<file path="config.mk">
export PLATFORM = sky130hd
export DESIGN_NAME = lan_top
export DESIGN_NICKNAME = d
export VERILOG_FILES = /design/src/core/lan_pkg.sv /design/src/core/lan_top.sv
export VERILOG_INCLUDE_DIRS = /design/src /design/src/core
export SDC_FILE = /design/constraint.sdc
export NUM_CORES = 1
export LEC_CHECK = 0
export BUFFER_PORTS_ARGS = -buffer_cell sky130_fd_sc_hd__buf_4
export CORE_ASPECT_RATIO = 0.8
export CORE_UTILIZATION = 55
export DETAILED_ROUTE_END_ITERATION = 12
export PLACE_DENSITY = 0.78
export SLEW_MARGIN = 5
export SYNTH_ARGS = -nofsm -noshare
export SYNTH_HDL_FRONTEND = slang
export SYNTH_SLANG_ARGS = --single-unit
export TNS_END_PERCENT = 20
</file>
<file path="constraint.sdc">
create_clock -name CLK -period 6.72 [get_ports CLK]
set_input_delay 0.672 -clock CLK [delete_from_list [all_inputs] [get_ports CLK]]
set_output_delay 0.672 -clock CLK [all_outputs]
set_load 0.02 [all_outputs]
</file>
<file path="src/core/lan_map.svh">
`ifndef LAN_MAP_SVH
`define LAN_MAP_SVH

// Register byte offsets (low address bits)
`define LAN_OFS_CTRL    4'h0
`define LAN_OFS_SEL     4'h4
`define LAN_OFS_ACK     4'h8
`define LAN_OFS_STATUS  4'hc

// Control register fields
`define LAN_CTRL_LATCH  0
`define LAN_CTRL_ACT_LO 1
`define LAN_CTRL_INA_LO 4
`define LAN_CTRL_INV_LO 7

// Reset values: latch off, active red, inactive off, no inversion, nothing assigned
`define LAN_CTRL_RST    32'h0000_0004
`define LAN_SEL_RST     32'h0000_0000
`define LAN_ACK_RST     32'h0000_0000

// Status register fields
`define LAN_ST_COMB     0
`define LAN_ST_LATCHED  1
`define LAN_ST_RED      2
`define LAN_ST_GREEN    3
`define LAN_ST_PHASE    4

// AXI responses
`define LAN_RESP_OKAY   2'b00
`define LAN_RESP_SLVERR 2'b10

`endif

</file>
<file path="src/core/lan_pkg.sv">
package lan_pkg;

  // Lamp colour codes, in field order 0..4; codes 5..7 act as dark
  typedef enum logic [2:0] {
    LAN_COL_OFF,
    LAN_COL_GREEN,
    LAN_COL_RED,
    LAN_COL_RED_FLASH,
    LAN_COL_GREEN_FLASH
  } lan_colour_type;

endpackage

</file>
<file path="src/core/lan_top.sv">
// Implementation choices: the AXI4-Lite slave port and the register offsets.
`timescale 1ns/100ps
`include "lan_map.svh"

// How it works
// [RQ1] A latch setting, off after reset, keeps the lamp lit after the combined input drops.
// [RQ2] The acknowledge selection only has an effect while the latch setting is on.
// [RQ3] An acknowledge clears the held lamp only when the combined input is false, else ignored.
// [RQ4] While the combined input is true the lamp shows the active colour, red after reset.
// [RQ5] While the combined input is false and nothing is held the lamp shows the inactive colour, dark after reset.
// [RQ6] Five slots each pick a signal and may invert it before the OR, inversion off at reset.
// [RQ7] A slot with no signal picked adds false to the OR whatever its inversion.
module lan_top
  import lan_pkg::*;
#(
  parameter int N_SIG     = 31,
  parameter int FLASH_CYC = 50000000
) (
  input  wire logic             CLK,
  input  wire logic             SRST,
  input  wire logic [N_SIG-1:0] SIG,
  input  wire logic             AWVALID,
  output logic                  AWREADY,
  input  wire logic [3:0]       AWADDR,
  input  wire logic             WVALID,
  output logic                  WREADY,
  input  wire logic [31:0]      WDATA,
  input  wire logic [3:0]       WSTRB,
  output logic                  BVALID,
  input  wire logic             BREADY,
  output logic [1:0]            BRESP,
  input  wire logic             ARVALID,
  output logic                  ARREADY,
  input  wire logic [3:0]       ARADDR,
  output logic                  RVALID,
  input  wire logic             RREADY,
  output logic [31:0]           RDATA,
  output logic [1:0]            RRESP,
  output logic                  LED_RED,
  output logic                  LED_GREEN
);

  localparam int NSLOT = 5;

  logic [31:0]          ctrl;
  logic [31:0]          sel;
  logic [31:0]          ack;
  logic                 aw_held;
  logic                 w_held;
  logic [3:0]           waddr;
  logic [31:0]          wdata;
  logic [3:0]           wstrb;
  logic                 do_write;
  logic                 latched;
  logic                 combined;
  logic                 lit;
  logic                 ack_hit;
  logic                 latch_en;
  logic                 phase;
  logic [31:0]          flash_cnt;
  logic [NSLOT-1:0]     slot_val;
  logic [NSLOT-1:0]     inv;
  logic [4:0]           ack_sel;
  lan_colour_type       act_col;
  lan_colour_type       ina_col;
  lan_colour_type       cur_col;
  logic                 next_red;
  logic                 next_green;
  logic [31:0]          rd_mux;

  assign latch_en = ctrl[`LAN_CTRL_LATCH];
  assign act_col  = lan_colour_type'(ctrl[`LAN_CTRL_ACT_LO +: 3]);
  assign ina_col  = lan_colour_type'(ctrl[`LAN_CTRL_INA_LO +: 3]);
  assign inv      = ctrl[`LAN_CTRL_INV_LO +: NSLOT];
  assign ack_sel  = ack[4:0];

  // Each slot: code 0 means unassigned, code k picks SIG[k-1]
  genvar g;
  generate
    for (g = 0; g < NSLOT; g++) begin : g_slot
      logic [4:0] code;
      assign code = sel[5*g +: 5];
      always_comb begin
        if (code == 5'h00 || int'(code) > N_SIG) begin
          slot_val[g] = 1'b0; // RQ7
        end else begin
          slot_val[g] = SIG[int'(code) - 1] ^ inv[g]; // RQ6
        end
      end
    end
  endgenerate

  assign combined = |slot_val; // RQ6

  // Acknowledge only counts with latching on and a signal picked
  always_comb begin
    if (!latch_en || ack_sel == 5'h00 || int'(ack_sel) > N_SIG) begin
      ack_hit = 1'b0; // RQ2
    end else begin
      ack_hit = SIG[int'(ack_sel) - 1];
    end
  end

  // Held indication; pickup wins over an acknowledge in the same cycle
  always_ff @(posedge CLK) begin
    if (SRST || !latch_en) begin
      latched <= 1'b0; // RQ1
    end else if (combined) begin
      latched <= 1'b1; // RQ1 RQ3
    end else if (ack_hit) begin
      latched <= 1'b0; // RQ3
    end
  end

  assign lit = combined | latched;

  // Shared flash time base; one half period on, one off
  always_ff @(posedge CLK) begin
    if (SRST) begin
      flash_cnt <= 32'h0000_0000;
      phase     <= 1'b0;
    end else if (flash_cnt >= 32'(FLASH_CYC - 1)) begin
      flash_cnt <= 32'h0000_0000;
      phase     <= ~phase;
    end else begin
      flash_cnt <= flash_cnt + 32'h0000_0001;
    end
  end

  // Colour decode; unknown codes stay dark rather than guess
  always_comb begin
    cur_col    = lit ? act_col : ina_col; // RQ4 RQ5
    next_red   = 1'b0;
    next_green = 1'b0;
    case (cur_col)
      LAN_COL_GREEN:       next_green = 1'b1;
      LAN_COL_RED:         next_red   = 1'b1;
      LAN_COL_RED_FLASH:   next_red   = phase;
      LAN_COL_GREEN_FLASH: next_green = phase;
      default: begin
        next_red   = 1'b0;
        next_green = 1'b0;
      end
    endcase
  end

  // Lamp drivers are registered to keep glitches off the pins
  always_ff @(posedge CLK) begin
    if (SRST) begin
      LED_RED   <= 1'b0;
      LED_GREEN <= 1'b0;
    end else begin
      LED_RED   <= next_red;
      LED_GREEN <= next_green;
    end
  end

  // Write address and data are taken independently, in either order
  assign do_write = aw_held && w_held && !BVALID;

  always_ff @(posedge CLK) begin
    if (SRST) begin
      AWREADY <= 1'b0;
      aw_held <= 1'b0;
      waddr   <= 4'h0;
    end else if (AWVALID && AWREADY) begin
      AWREADY <= 1'b0;
      aw_held <= 1'b1;
      waddr   <= AWADDR;
    end else if (do_write) begin
      aw_held <= 1'b0;
    end else if (!AWREADY && !aw_held && !BVALID) begin
      AWREADY <= 1'b1;
    end
  end

  always_ff @(posedge CLK) begin
    if (SRST) begin
      WREADY <= 1'b0;
      w_held <= 1'b0;
      wdata  <= 32'h0000_0000;
      wstrb  <= 4'h0;
    end else if (WVALID && WREADY) begin
      WREADY <= 1'b0;
      w_held <= 1'b1;
      wdata  <= WDATA;
      wstrb  <= WSTRB;
    end else if (do_write) begin
      w_held <= 1'b0;
    end else if (!WREADY && !w_held && !BVALID) begin
      WREADY <= 1'b1;
    end
  end

  // Response one cycle after both halves are held
  always_ff @(posedge CLK) begin
    if (SRST) begin
      BVALID <= 1'b0;
      BRESP  <= `LAN_RESP_OKAY;
    end else if (do_write) begin
      BVALID <= 1'b1;
      BRESP  <= (waddr[1:0] != 2'b00 || waddr > `LAN_OFS_STATUS) ?
                `LAN_RESP_SLVERR : `LAN_RESP_OKAY;
    end else if (BVALID && BREADY) begin
      BVALID <= 1'b0;
    end
  end

  // Configuration registers with byte strobes; status ignores writes
  always_ff @(posedge CLK) begin
    if (SRST) begin
      ctrl <= `LAN_CTRL_RST; // RQ1 RQ4 RQ5 RQ6
      sel  <= `LAN_SEL_RST;
      ack  <= `LAN_ACK_RST;
    end else if (do_write) begin
      for (int b = 0; b < 4; b++) begin
        if (wstrb[b]) begin
          case (waddr)
            `LAN_OFS_CTRL: ctrl[8*b +: 8] <= wdata[8*b +: 8];
            `LAN_OFS_SEL:  sel[8*b +: 8]  <= wdata[8*b +: 8];
            `LAN_OFS_ACK:  ack[8*b +: 8]  <= wdata[8*b +: 8];
            default: ;
          endcase
        end
      end
    end
  end

  // Read mux; unused bits of each field read as zero
  always_comb begin
    rd_mux = 32'h0000_0000;
    case (ARADDR)
      `LAN_OFS_CTRL: rd_mux[11:0] = ctrl[11:0];
      `LAN_OFS_SEL:  rd_mux[24:0] = sel[24:0];
      `LAN_OFS_ACK:  rd_mux[4:0]  = ack[4:0];
      `LAN_OFS_STATUS: begin
        rd_mux[`LAN_ST_COMB]    = combined;
        rd_mux[`LAN_ST_LATCHED] = latched;
        rd_mux[`LAN_ST_RED]     = LED_RED;
        rd_mux[`LAN_ST_GREEN]   = LED_GREEN;
        rd_mux[`LAN_ST_PHASE]   = phase;
      end
      default: rd_mux = 32'h0000_0000;
    endcase
  end

  always_ff @(posedge CLK) begin
    if (SRST) begin
      ARREADY <= 1'b0;
      RVALID  <= 1'b0;
      RDATA   <= 32'h0000_0000;
      RRESP   <= `LAN_RESP_OKAY;
    end else if (ARVALID && ARREADY) begin
      ARREADY <= 1'b0;
      RVALID  <= 1'b1;
      RDATA   <= rd_mux;
      RRESP   <= (ARADDR[1:0] != 2'b00) ? `LAN_RESP_SLVERR : `LAN_RESP_OKAY;
    end else if (RVALID && RREADY) begin
      RVALID <= 1'b0;
    end else if (!ARREADY && !RVALID) begin
      ARREADY <= 1'b1;
    end
  end

  // Checks
  latch_hold_a: assert property (@(posedge CLK) disable iff (SRST) // RQ1
    latch_en && $past(latch_en) && $fell(combined) |-> latched)
    else $error("held lamp lost when input dropped");

  latch_off_a: assert property (@(posedge CLK) disable iff (SRST) // RQ1
    !latch_en |=> !latched || latch_en)
    else $error("lamp held with latching off");

  ack_gate_a: assert property (@(posedge CLK) disable iff (SRST) // RQ2
    latched && latch_en && !combined && ack_sel == 5'h00 |=> latched)
    else $error("held lamp cleared without acknowledge selected");

  ack_clear_a: assert property (@(posedge CLK) disable iff (SRST) // RQ3
    latched && latch_en && !combined && ack_hit |=> !latched)
    else $error("acknowledge did not clear held lamp");

  ack_ignore_a: assert property (@(posedge CLK) disable iff (SRST) // RQ3
    latch_en && combined ##1 latch_en |-> latched)
    else $error("held lamp cleared while input active");

  led_active_a: assert property (@(posedge CLK) disable iff (SRST) // RQ4
    combined && act_col == LAN_COL_RED |=> LED_RED && !LED_GREEN)
    else $error("active red not shown");

  led_inactive_a: assert property (@(posedge CLK) disable iff (SRST) // RQ5
    !lit && ina_col == LAN_COL_GREEN |=> LED_GREEN && !LED_RED)
    else $error("inactive green not shown");

  slot_invert_a: assert property (@(posedge CLK) disable iff (SRST) // RQ6
    sel[24:0] == 25'h0000001 |-> combined == (SIG[0] ^ inv[0]))
    else $error("slot inversion wrong");

  slot_empty_a: assert property (@(posedge CLK) disable iff (SRST) // RQ7
    sel[24:0] == 25'h0000000 |-> !combined)
    else $error("empty slots gave true");

endmodule

</file>
* After elaboration in Yosys (flattened, before gate mapping)
Index checks and enable logic that the tools add are counted.
** Operators by class
- Add/sub/neg operators :: 7
- Reductions and logical operators :: 53
- Muxes and demuxes :: 41
- Magnitude comparators :: 8
- Eq/ne operators :: 9
- Bitwise logic cells :: 9
** Operators with widths (number)
- < comparator 6 x 7 -> 1 bit (second input constant) :: 6
- subtractor 5 x 1 -> 6 bit (second input constant) :: 6
- adder 32 x 1 -> 32 bit (second input constant) :: 1
- >= comparator 32 x 26 -> 1 bit (second input constant) :: 1
- binary-select mux 1 bit (select 5 bit) :: 6
- logical NOT 5 bit :: 6
- 2-to-1 mux 1 bit :: 27
- AND reduction 3 bit :: 7
- case mux 5 bit (4 select lines) :: 1
- case mux 7 bit (2 select lines) :: 1
- nonzero test 2 bit :: 7
- 2-to-1 mux 13 bit :: 1
- equality test 4 bit (second input constant) :: 3
- logical AND 1 bit :: 12
- equality test 4 x 3 -> 1 bit (second input constant) :: 2
- logical NOT 1 bit :: 8
- logical NOT 4 bit :: 2
- OR reduction 2 bit :: 4
- equality test 3 x 2 -> 1 bit (second input constant) :: 2
- AND reduction 2 bit :: 3
- OR reduction 5 bit :: 1
- bitwise XOR 1 bit :: 5
- > comparator 4 bit (second input constant) :: 1
- 2-to-1 mux 2 bit :: 2
- 7 further kinds :: 12
** Word-level totals
- Input bits :: 82
- Output and inout bits :: 43
- Logic and storage cells :: 152
- Bits in registers :: 147

* Depth between registers and ports, before layout
Gate-level depths: netlist of run 1.
- Depth in word-level cells :: 11
- Gate-level depth with buffers :: 14
- Mapped depth without buffers :: 11

* Least setup slack after synthesis of run 1
OpenSTA, ideal clock, no wires.
- Kind :: reg-to-reg
- From :: register sel[5]
- To :: register LED_GREEN
- Period minus slack after synthesis :: 3392 ps
- Arrival time :: 3312 ps
- Path slack :: 3328 ps
- Buffers on the path :: 3
- Stages on the path, launching flop included :: 15
- Path through :: dfxtp_1 buf_6 buf_6 inv_1 ha_1 buf_1 mux2_2 a222oi_1 nor3_1 o211a_1 and4bb_2 nand4_1 nor3_4 mux2_4 a211oi_2
** On the way
- Cells in the longest elaborated chain, start to end :: 11
** RTL lines
- from (decl) :: RTL line lan_top.sv:46 : logic [31:0] sel;
- from (signal assigned) :: RTL line lan_top.sv:213 : sel <= `LAN_SEL_RST;
- from (signal, indexed assignment) :: RTL line lan_top.sv:220 : `LAN_OFS_SEL: sel[8*b +: 8] <= wdata[8*b +: 8];
- subtractor 5 x 1 -> 6 bit :: RTL line lan_top.sv:87 : slot_val[g] = SIG[int'(code) - 1] ^ inv[g];
- binary-select mux 1 bit (select 5 bit) :: RTL line lan_top.sv:87
- 2-to-1 mux 1 bit (not written as such) (2 in series) :: RTL line lan_top.sv:87
- bitwise XOR 1 bit :: RTL line lan_top.sv:87
- 2-to-1 mux 1 bit * :: RTL line lan_top.sv:84 : if (code == 5'h00 || int'(code) > N_SIG) begin
- OR reduction 5 bit * :: RTL line lan_top.sv:93 : assign combined = |slot_val;
- OR 1 bit * :: RTL line lan_top.sv:115 : assign lit = combined | latched;
- 2-to-1 mux 3 bit * :: RTL line lan_top.sv:132 : cur_col = lit ? act_col : ina_col;
- equality test 3 bit or equality test 3 x 1 -> 1 bit (tied branches) :: RTL line lan_top.sv:135 : case (cur_col)
- case mux 1 bit (2 select lines) * :: RTL line lan_top.sv:135
- to (signal assigned) :: RTL line lan_top.sv:154 : LED_GREEN <= next_green;
- to (decl) :: RTL line lan_top.sv:40 : output logic LED_GREEN
Mark *: on every way between the ends. The rest lies on a longest branch, timed or not. The select of a mux whose other input is x is not followed.
A chain may end at the register's enable or synchronous reset.

* Worst setup path in the final report of run 1
- From :: register sel[15]
- To :: register LED_GREEN
The elaborated chain is that of the path after synthesis.

==> flow_summary_export.csv, run 1 <==
group,metric,value,unit
min_path,hold_start,"wdata[23]",
setup_path,path_max_fanout,11,
synthesis,synth_common_cells,"dfxtp_1, nand2_1, a21oi_1",
min_path,whs_endpoint,"wdata[23]",
die,die_h,110,µm
placement,dp_hpwl,14100,µm
layout,multi_input_area,4710,µm²
die,rows,39,
route,post_drt_wl_per_cell,17.5,µm
clock_network,cts_tree,"yes",
clock_network,clock_latency,0.42,ns
setup_path,rr_startpoint,"sel[15]",
layout,antenna_cells,0,
setup_path,ff2ff_setup_slack,2.66,ns
synthesis,synth-compound-area-share,11.9,%
die,initial_core_util,56.1,%
placement,gp_congestion,0.881,
setup_path,end_kind,"flop",
sta,finClkSkew,0.00996,ns
grt,antenna_found_initial,0,
grt,grt_overflow,0,
sta,drv_slew,0,
clock_network,cts_buffers,17,
job,drv_cap,0,
clock_network,cts_num_sinks,145,
setup_path,crit_required,7.05,ns
setup_path,critPathLaunchType,"flop",
synthesis,yosys_warnings,0,
placement,portBuffers,108,
synthesis,synth.most_common_cell,"dfxtp_1",
synthesis,synth.area.top_cells,"dfxtp_1, mux4_2, mux2i_1",
synthesis,synth_top_cell_by_area,"dfxtp_1",
clock_network,postCtsSetupRepairBufs,0,
synthesis,synthesis.instances,865,
setup_path,critPathKind,"flop to flop",
layout,area_delta_synth_final,16.6,%
route,vias,6776,
synthesis,synth_top_area_share,36.3,%
sta,max_clock_freq,246,MHz
synthesis,synth_simple_gate_area_share,19.2,%
setup_path,cp.arrival,4.39,ns
synthesis,async_reset_ff_share,0,%
grt,grt_pass1_vias,6109,
die,die-area,15000,µm²
clock_network,cts.htree.levels,4,
synthesis,syn_area,8000,µm²
synthesis,synthFlopType,"dfxtp_1",
sta,timing.setup.tns,0,ns
setup_path,r2r-end,"LED_GREEN",
synthesis,avgSynthCellArea,9.25,µm²
clock_network,holdBufCountCts,0,
sta,period_share,60.4,%
synthesis,synth_xor_area_share,4.61,%
sta,relSlewSlack,18.6,%
clock_network,root_buffer,"clkbuf_16",
clock_network,cts.clk_slew.worst_paths,0.06,ns
route,drt_pass1_iterations,7,
route,drtIter0Drc,615,
grt,grt_max_degree,104,
sta,setup_viol,0,
grt,grt_pass1_wl,31500,µm
power,leakagePower,0.00349,µW
min_path,hold_depth,2,
layout,seq_area,2900,µm²
die,ios,125,
power,power.density,205,nW/µm²
layout,layout-drive-gt1-share,21.2,%
route,drc,0,
synthesis,ys_types,74,
route,ant_nets,0,
die,fp.dieW,137,µm
synthesis,synth_top_family_by_area,"multiplexers",
layout,fillers,1171,
sta,fin_crit,4.06,ns
setup_path,rr_worst_depth,11,
clock_network,clock_path_buffers,2,
synthesis,synth_edf_count,0,
synthesis,synth_mux_area_share,21.0,%
synthesis,synthAdderAreaFrac,1.25,%
min_path,hp-class,"flop to flop",
route,viasPerCell,5.94,
layout,nets,1034,
synthesis,seq_area_frac_synth,36.3,%
route,wl,19900,µm
grt,track_usage,27.4,%
synthesis,synth-seq-cells,145,
sta,final-hold-violation-count,0,
sta,tightestPinTransition,1.20,ns
clock_network,ctsResizeCount,0,
die,coreArea,14200,µm²
power,total_power,1920,µW
sta,rsz0062_at_grt,"no",
power,ir_drop,0.223,mV
status,status,"complete, no violations",
-- per-layer routing --
metal  track usage (%)  share of wire, %  up-vias
met2              38.3                42      295
met5                 0                 0        -
met4              8.56               1.7        0
li1                  -                 -     3247
met3              7.70               8.9       33
met1              40.3                47     3201
-- state kept, by name, summed over array words and instances, names as in the netlist, 4 cells and up --
signal / count
RDATA: 25
wstrb: 4
sel: 25
ctrl: 12
ack: 5
waddr: 4
wdata: 25
flash_cnt: 32
-- area by class of cell --
type,instances,area share (%)
Inverter,28,1.13
Timing Repair Buffer,112,9.01
Tap cell,184,2.47
Clock buffer,21,4.83
Clock inverter,11,1.02
Sequential cell,145,31.1
Multi-Input combinational cell,640,50.4
-- power by group --
part	leakage, µW	switching, µW	total, µW	internal [µW]
sequential	0.00117	16.1	892	876
clock	0.000263	384	875	492
combinational	0.00205	78.9	149	70.0
total	0.00349	479	1920	1440
-- cell usage in the layout (no fill, tap or decap), types with 7 or more instances in the layout --
cell	n
buf_4	112
inv_1	28
xor2_1	22
nand3_1	46
nand2b_1	7
mux2i_1	54
a22o_1	14
nor2_1	72
nor3_1	27
mux4_2	42
nand2_1	113
dfxtp_1	145
o21ai_0	12
conb_1	15
xnor2_1	17
ha_1	8
nand4_1	7
clkbuf_16	17
a21oi_1	79
-- worst max path at each step --
stage / startpoint / to / slack, ns / depth (start not counted)
floorplan: sel[5] / LED_GREEN / 3.33 / 14
global placement: sel[5] / LED_GREEN / 2.77 / 11
detailed placement: sel[5] / LED_GREEN / 2.69 / 11
CTS: sel[5] / LED_GREEN / 2.66 / 11
global route: sel[5] / LED_GREEN / 2.41 / 11
finish: sel[15] / LED_GREEN / 2.66 / 11
-- cells by family (layout without fill, tap and decap cells) --
kind of cell,count (synthesis),count (layout)
other,1,15
multiplexers,106,106
AND/OR/NAND/NOR,322,322
flip-flops,145,145
buffers and inverters,94,172
adder cells (fa/ha/maj),8,8
XOR/XNOR,40,40
AO/OA/AOI/OAI,149,149
-- through the flow --
stage                     hold WS [ns]  util (%)  instance area, µm²  setup slack, ns  std cells
final                            0.455      65.5                9330             2.66       1141
after global routing             0.473      65.5                9330             2.41       1141
after CTS                        0.457      65.5                9330             2.66       1141
after detailed placement         0.446      61.7                8780             2.69       1109
after global placement           0.439      61.7                8780             2.77       1109
after floorplan                  0.426         -                8050             3.33        879
-- critical path: stages, from the launching register on --
cell and delay [ns]:
dfxtp_1 0.79, inv_1 0.17, ha_1 0.61, mux4_2 0.29
inv_1 0.04, mux4_2 0.48, o311a_1 0.31, o211ai_1 0.23
nand4_1 0.23, nor3_4 0.30, mux2_4 0.34, a211oi_2 0.18
Note: power is estimated with default switching activity, not from simulation.
==> run 2, diff against run 1 <==
--- a/config.mk
+++ b/config.mk
@@ -8,9 +8,9 @@
 export LEC_CHECK = 0
 export BUFFER_PORTS_ARGS = -buffer_cell sky130_fd_sc_hd__buf_4
 export CORE_ASPECT_RATIO = 0.8
-export CORE_UTILIZATION = 55
+export CORE_UTILIZATION = 52
 export DETAILED_ROUTE_END_ITERATION = 12
-export PLACE_DENSITY = 0.78
+export PLACE_DENSITY = 0.77
 export SLEW_MARGIN = 5
 export SYNTH_ARGS = -nofsm -noshare
 export SYNTH_HDL_FRONTEND = slang
==> constraint.sdc (replaced) <==
create_clock -name CLK -period 3.45 [get_ports CLK]
set_input_delay 0.345 -clock CLK [delete_from_list [all_inputs] [get_ports CLK]]
set_output_delay 0.345 -clock CLK [all_outputs]
set_load 0.02 [all_outputs]
==> run 2 against run 1 <==
  * Flip-flop and latch count stayed put
  * Clock power up 100%
  * Critical path depth is the same
  * Design area grew 2.8%
  * Worst setup slack got worse by 2.5 ns
  * Die area increased by 5.7%
  * Maximum frequency is 23% higher
  * Total power grew 98%
  * Via count is 1.2% higher
  * Sequential power rose by 95%
  * Utilization down 1.6 points
  * Largest power group is now the clock network
==> flow_summary_export.csv, run 2 (synthesis results as in run 1) <==
group,metric,value,unit
status,status,"complete, no violations",
route,wl,20500,µm
clock_network,cts.clk_slew.worst_paths,0.06,ns
setup_path,critPathKind,"flop to flop",
min_path,hp-class,"input pin to flop",
sta,finClkSkew,0.0113,ns
power,power.density,396,nW/µm²
setup_path,crit_required,3.79,ns
sta,final-hold-violation-count,0,
clock_network,cts_tree,"yes",
setup_path,critPathLaunchType,"flop",
sta,period_share,95.5,%
route,drt_pass1_iterations,5,
layout,final_common_cell,"dfxtp_1",
layout,largest_reg_flops,32,
power,swShare,25.5,%
placement,portBuffers,108,
layout,stdcell_count,1169,
clock_network,root_buffer,"clkbuf_16",
sta,rsz0062_at_grt,"no",
sta,fin_crit,3.30,ns
die,die-area,15900,µm²
power,p_int,2830,µW
setup_path,crit_chain,"inv_2 > ha_4 > mux4_2 > inv_1 > mux4_2 > o311a_1 > o211ai_1 > nand4_1 > nor3_4 > mux2_4 > a211oi_2",
setup_path,path_buf_inv,2,
placement,gp_congestion,0.878,
job,drv_cap,0,
setup_path,slowest_delay,0.50,ns
route,ant_nets,0,
sta,relSlewSlack,33.7,%
grt,antenna_found_initial,0,
die,ios,125,
layout,nets,1057,
clock_network,cts.htree.levels,4,
power,leakagePower,0.00363,µW
grt,grt_overflow,0,
route,drtIter0Drc,780,
setup_path,path_delay_family,"multiplexers",
sta,drv_slew,0,
route,vias,6859,
power,clockPowerShare,46.5,%
die,initial_core_util,53.3,%
power,power_frac_seq,45.8,%
power,p_sw,969,µW
clock_network,cts_num_sinks,145,
power,ir_drop,0.332,mV
clock_network,clock_path_buffers,2,
layout,area_delta_synth_final,19.9,%
grt,grt_max_degree,73,
grt,grt_pass1_vias,6222,
setup_path,path_max_fanout,10,
setup_path,end_kind,"flop",
die,die_h,113,µm
setup_path,cp_common_cell,"mux4_2",
route,post_drt_wl_per_cell,17.6,µm
grt,grt_pass1_wl,32600,µm
sta,timing.setup.tns,0,ns
placement,dp_cells,1135,
clock_network,clock_latency,0.43,ns
clock_network,holdBufCountCts,0,
route,drc,0,
layout,antenna_cells,0,
placement,dp_hpwl,14800,µm
sta,tightestPinTransition,0.994,ns
die,rows,40,
layout,regMostFlops,"flash_cnt",
setup_path,worst_path_max_delay_cell,"mux4_2",
setup_path,cp.arrival,3.64,ns
layout,mostFrequentLayoutCells,"dfxtp_1, buf_4, nand2_1",
sta,setup_viol,0,
sta,max_clock_freq,303,MHz
die,fp.dieW,141,µm
clock_network,cts_buffers,17,
power,combinationalPowerShare,7.7,%
route,viasPerCell,5.87,
grt,track_usage,26.4,%
layout,layout-drive-gt1-share,24.4,%
die,coreArea,15000,µm²
-- run 2: cell types whose count changed in the layout (fill, tap and decap cells not counted), sizes merged --
cell      before  now
inv           34   36
clkinv         3    2
xor2          23   24
buf          112  134
clkbuf        21   19
clkinvlp       2    3
-- run 2: through the flow --
step	hold WS [ns]	power (µW)	util [%]	worst slack [ns]	area, µm²
3_3_place_gp	0.440	2060	59.6	0.166	8950
3_5_place_dp	0.448	2060	59.6	0.104	8950
5_1_grt	0.146	3950	63.9	0.0178	9590
6_report	0.161	3800	63.9	0.154	9590
2_1_floorplan	0.426	1930	-	0.0582	8050
4_1_cts	0.145	3820	63.4	0.0801	9520
-- run 2: worst register-to-register path, delay by kind of cell, from the launching register on --
kind,cells,cell delay (ns)
simple gates,2,0.54
mux,3,1.03
fa+ha+maj,1,0.34
compound gates,3,0.83
buf+inv,2,0.10
flops,1,0.36
-- run 2: routing by layer --
metal / part of all wire (%) / vias to the layer above / global-route usage, %
li1: - / 3295 / -
met1: 47 / 3226 / 39.0
met2: 41 / 316 / 36.6
met3: 11 / 22 / 8.76
met4: 0.95 / 0 / 7.10
met5: 0 / - / 0
-- run 2: timing repair --
| action | CTS | global route |
|---|---|---|
| resized for setup | 0 | 12 |
| endpoints found under the setup margin | 0 | 2 |
| setup buffers | 0 | 2 |
-- run 2: path summary, 6_finish.rpt --
check	startpoint	end	slack, ns	cells after the start
setup / recovery	sel[15]	LED_GREEN	0.15	11
hold / removal	WDATA[17]	wdata[17]	0.16	3
setup reg to reg	sel[15]	LED_GREEN	0.15	11
hold reg to reg	wdata[14]	wdata[14]	0.46	2
-- run 2: area by class of cell --
type / instances / area, µm²
Clock buffer: 19 / 453
Clock inverter: 13 / 116
Timing Repair Buffer: 134 / 1020
Inverter: 28 / 105
Sequential cell: 145 / 2910
Multi-Input combinational cell: 641 / 4750
Fill cell: 1288 / 5430
Tap cell: 189 / 236
-- run 2: power groups by stage --
stage / Sequential (µW) / Clock, µW / Combinational (µW)
final: 1740 / 1760 / 294
after global routing: 1740 / 1890 / 316
after CTS: 1740 / 1790 / 290
after detailed placement: 1780 / 0 / 289
after global placement: 1770 / 0 / 283
after floorplan: 1770 / 0 / 165
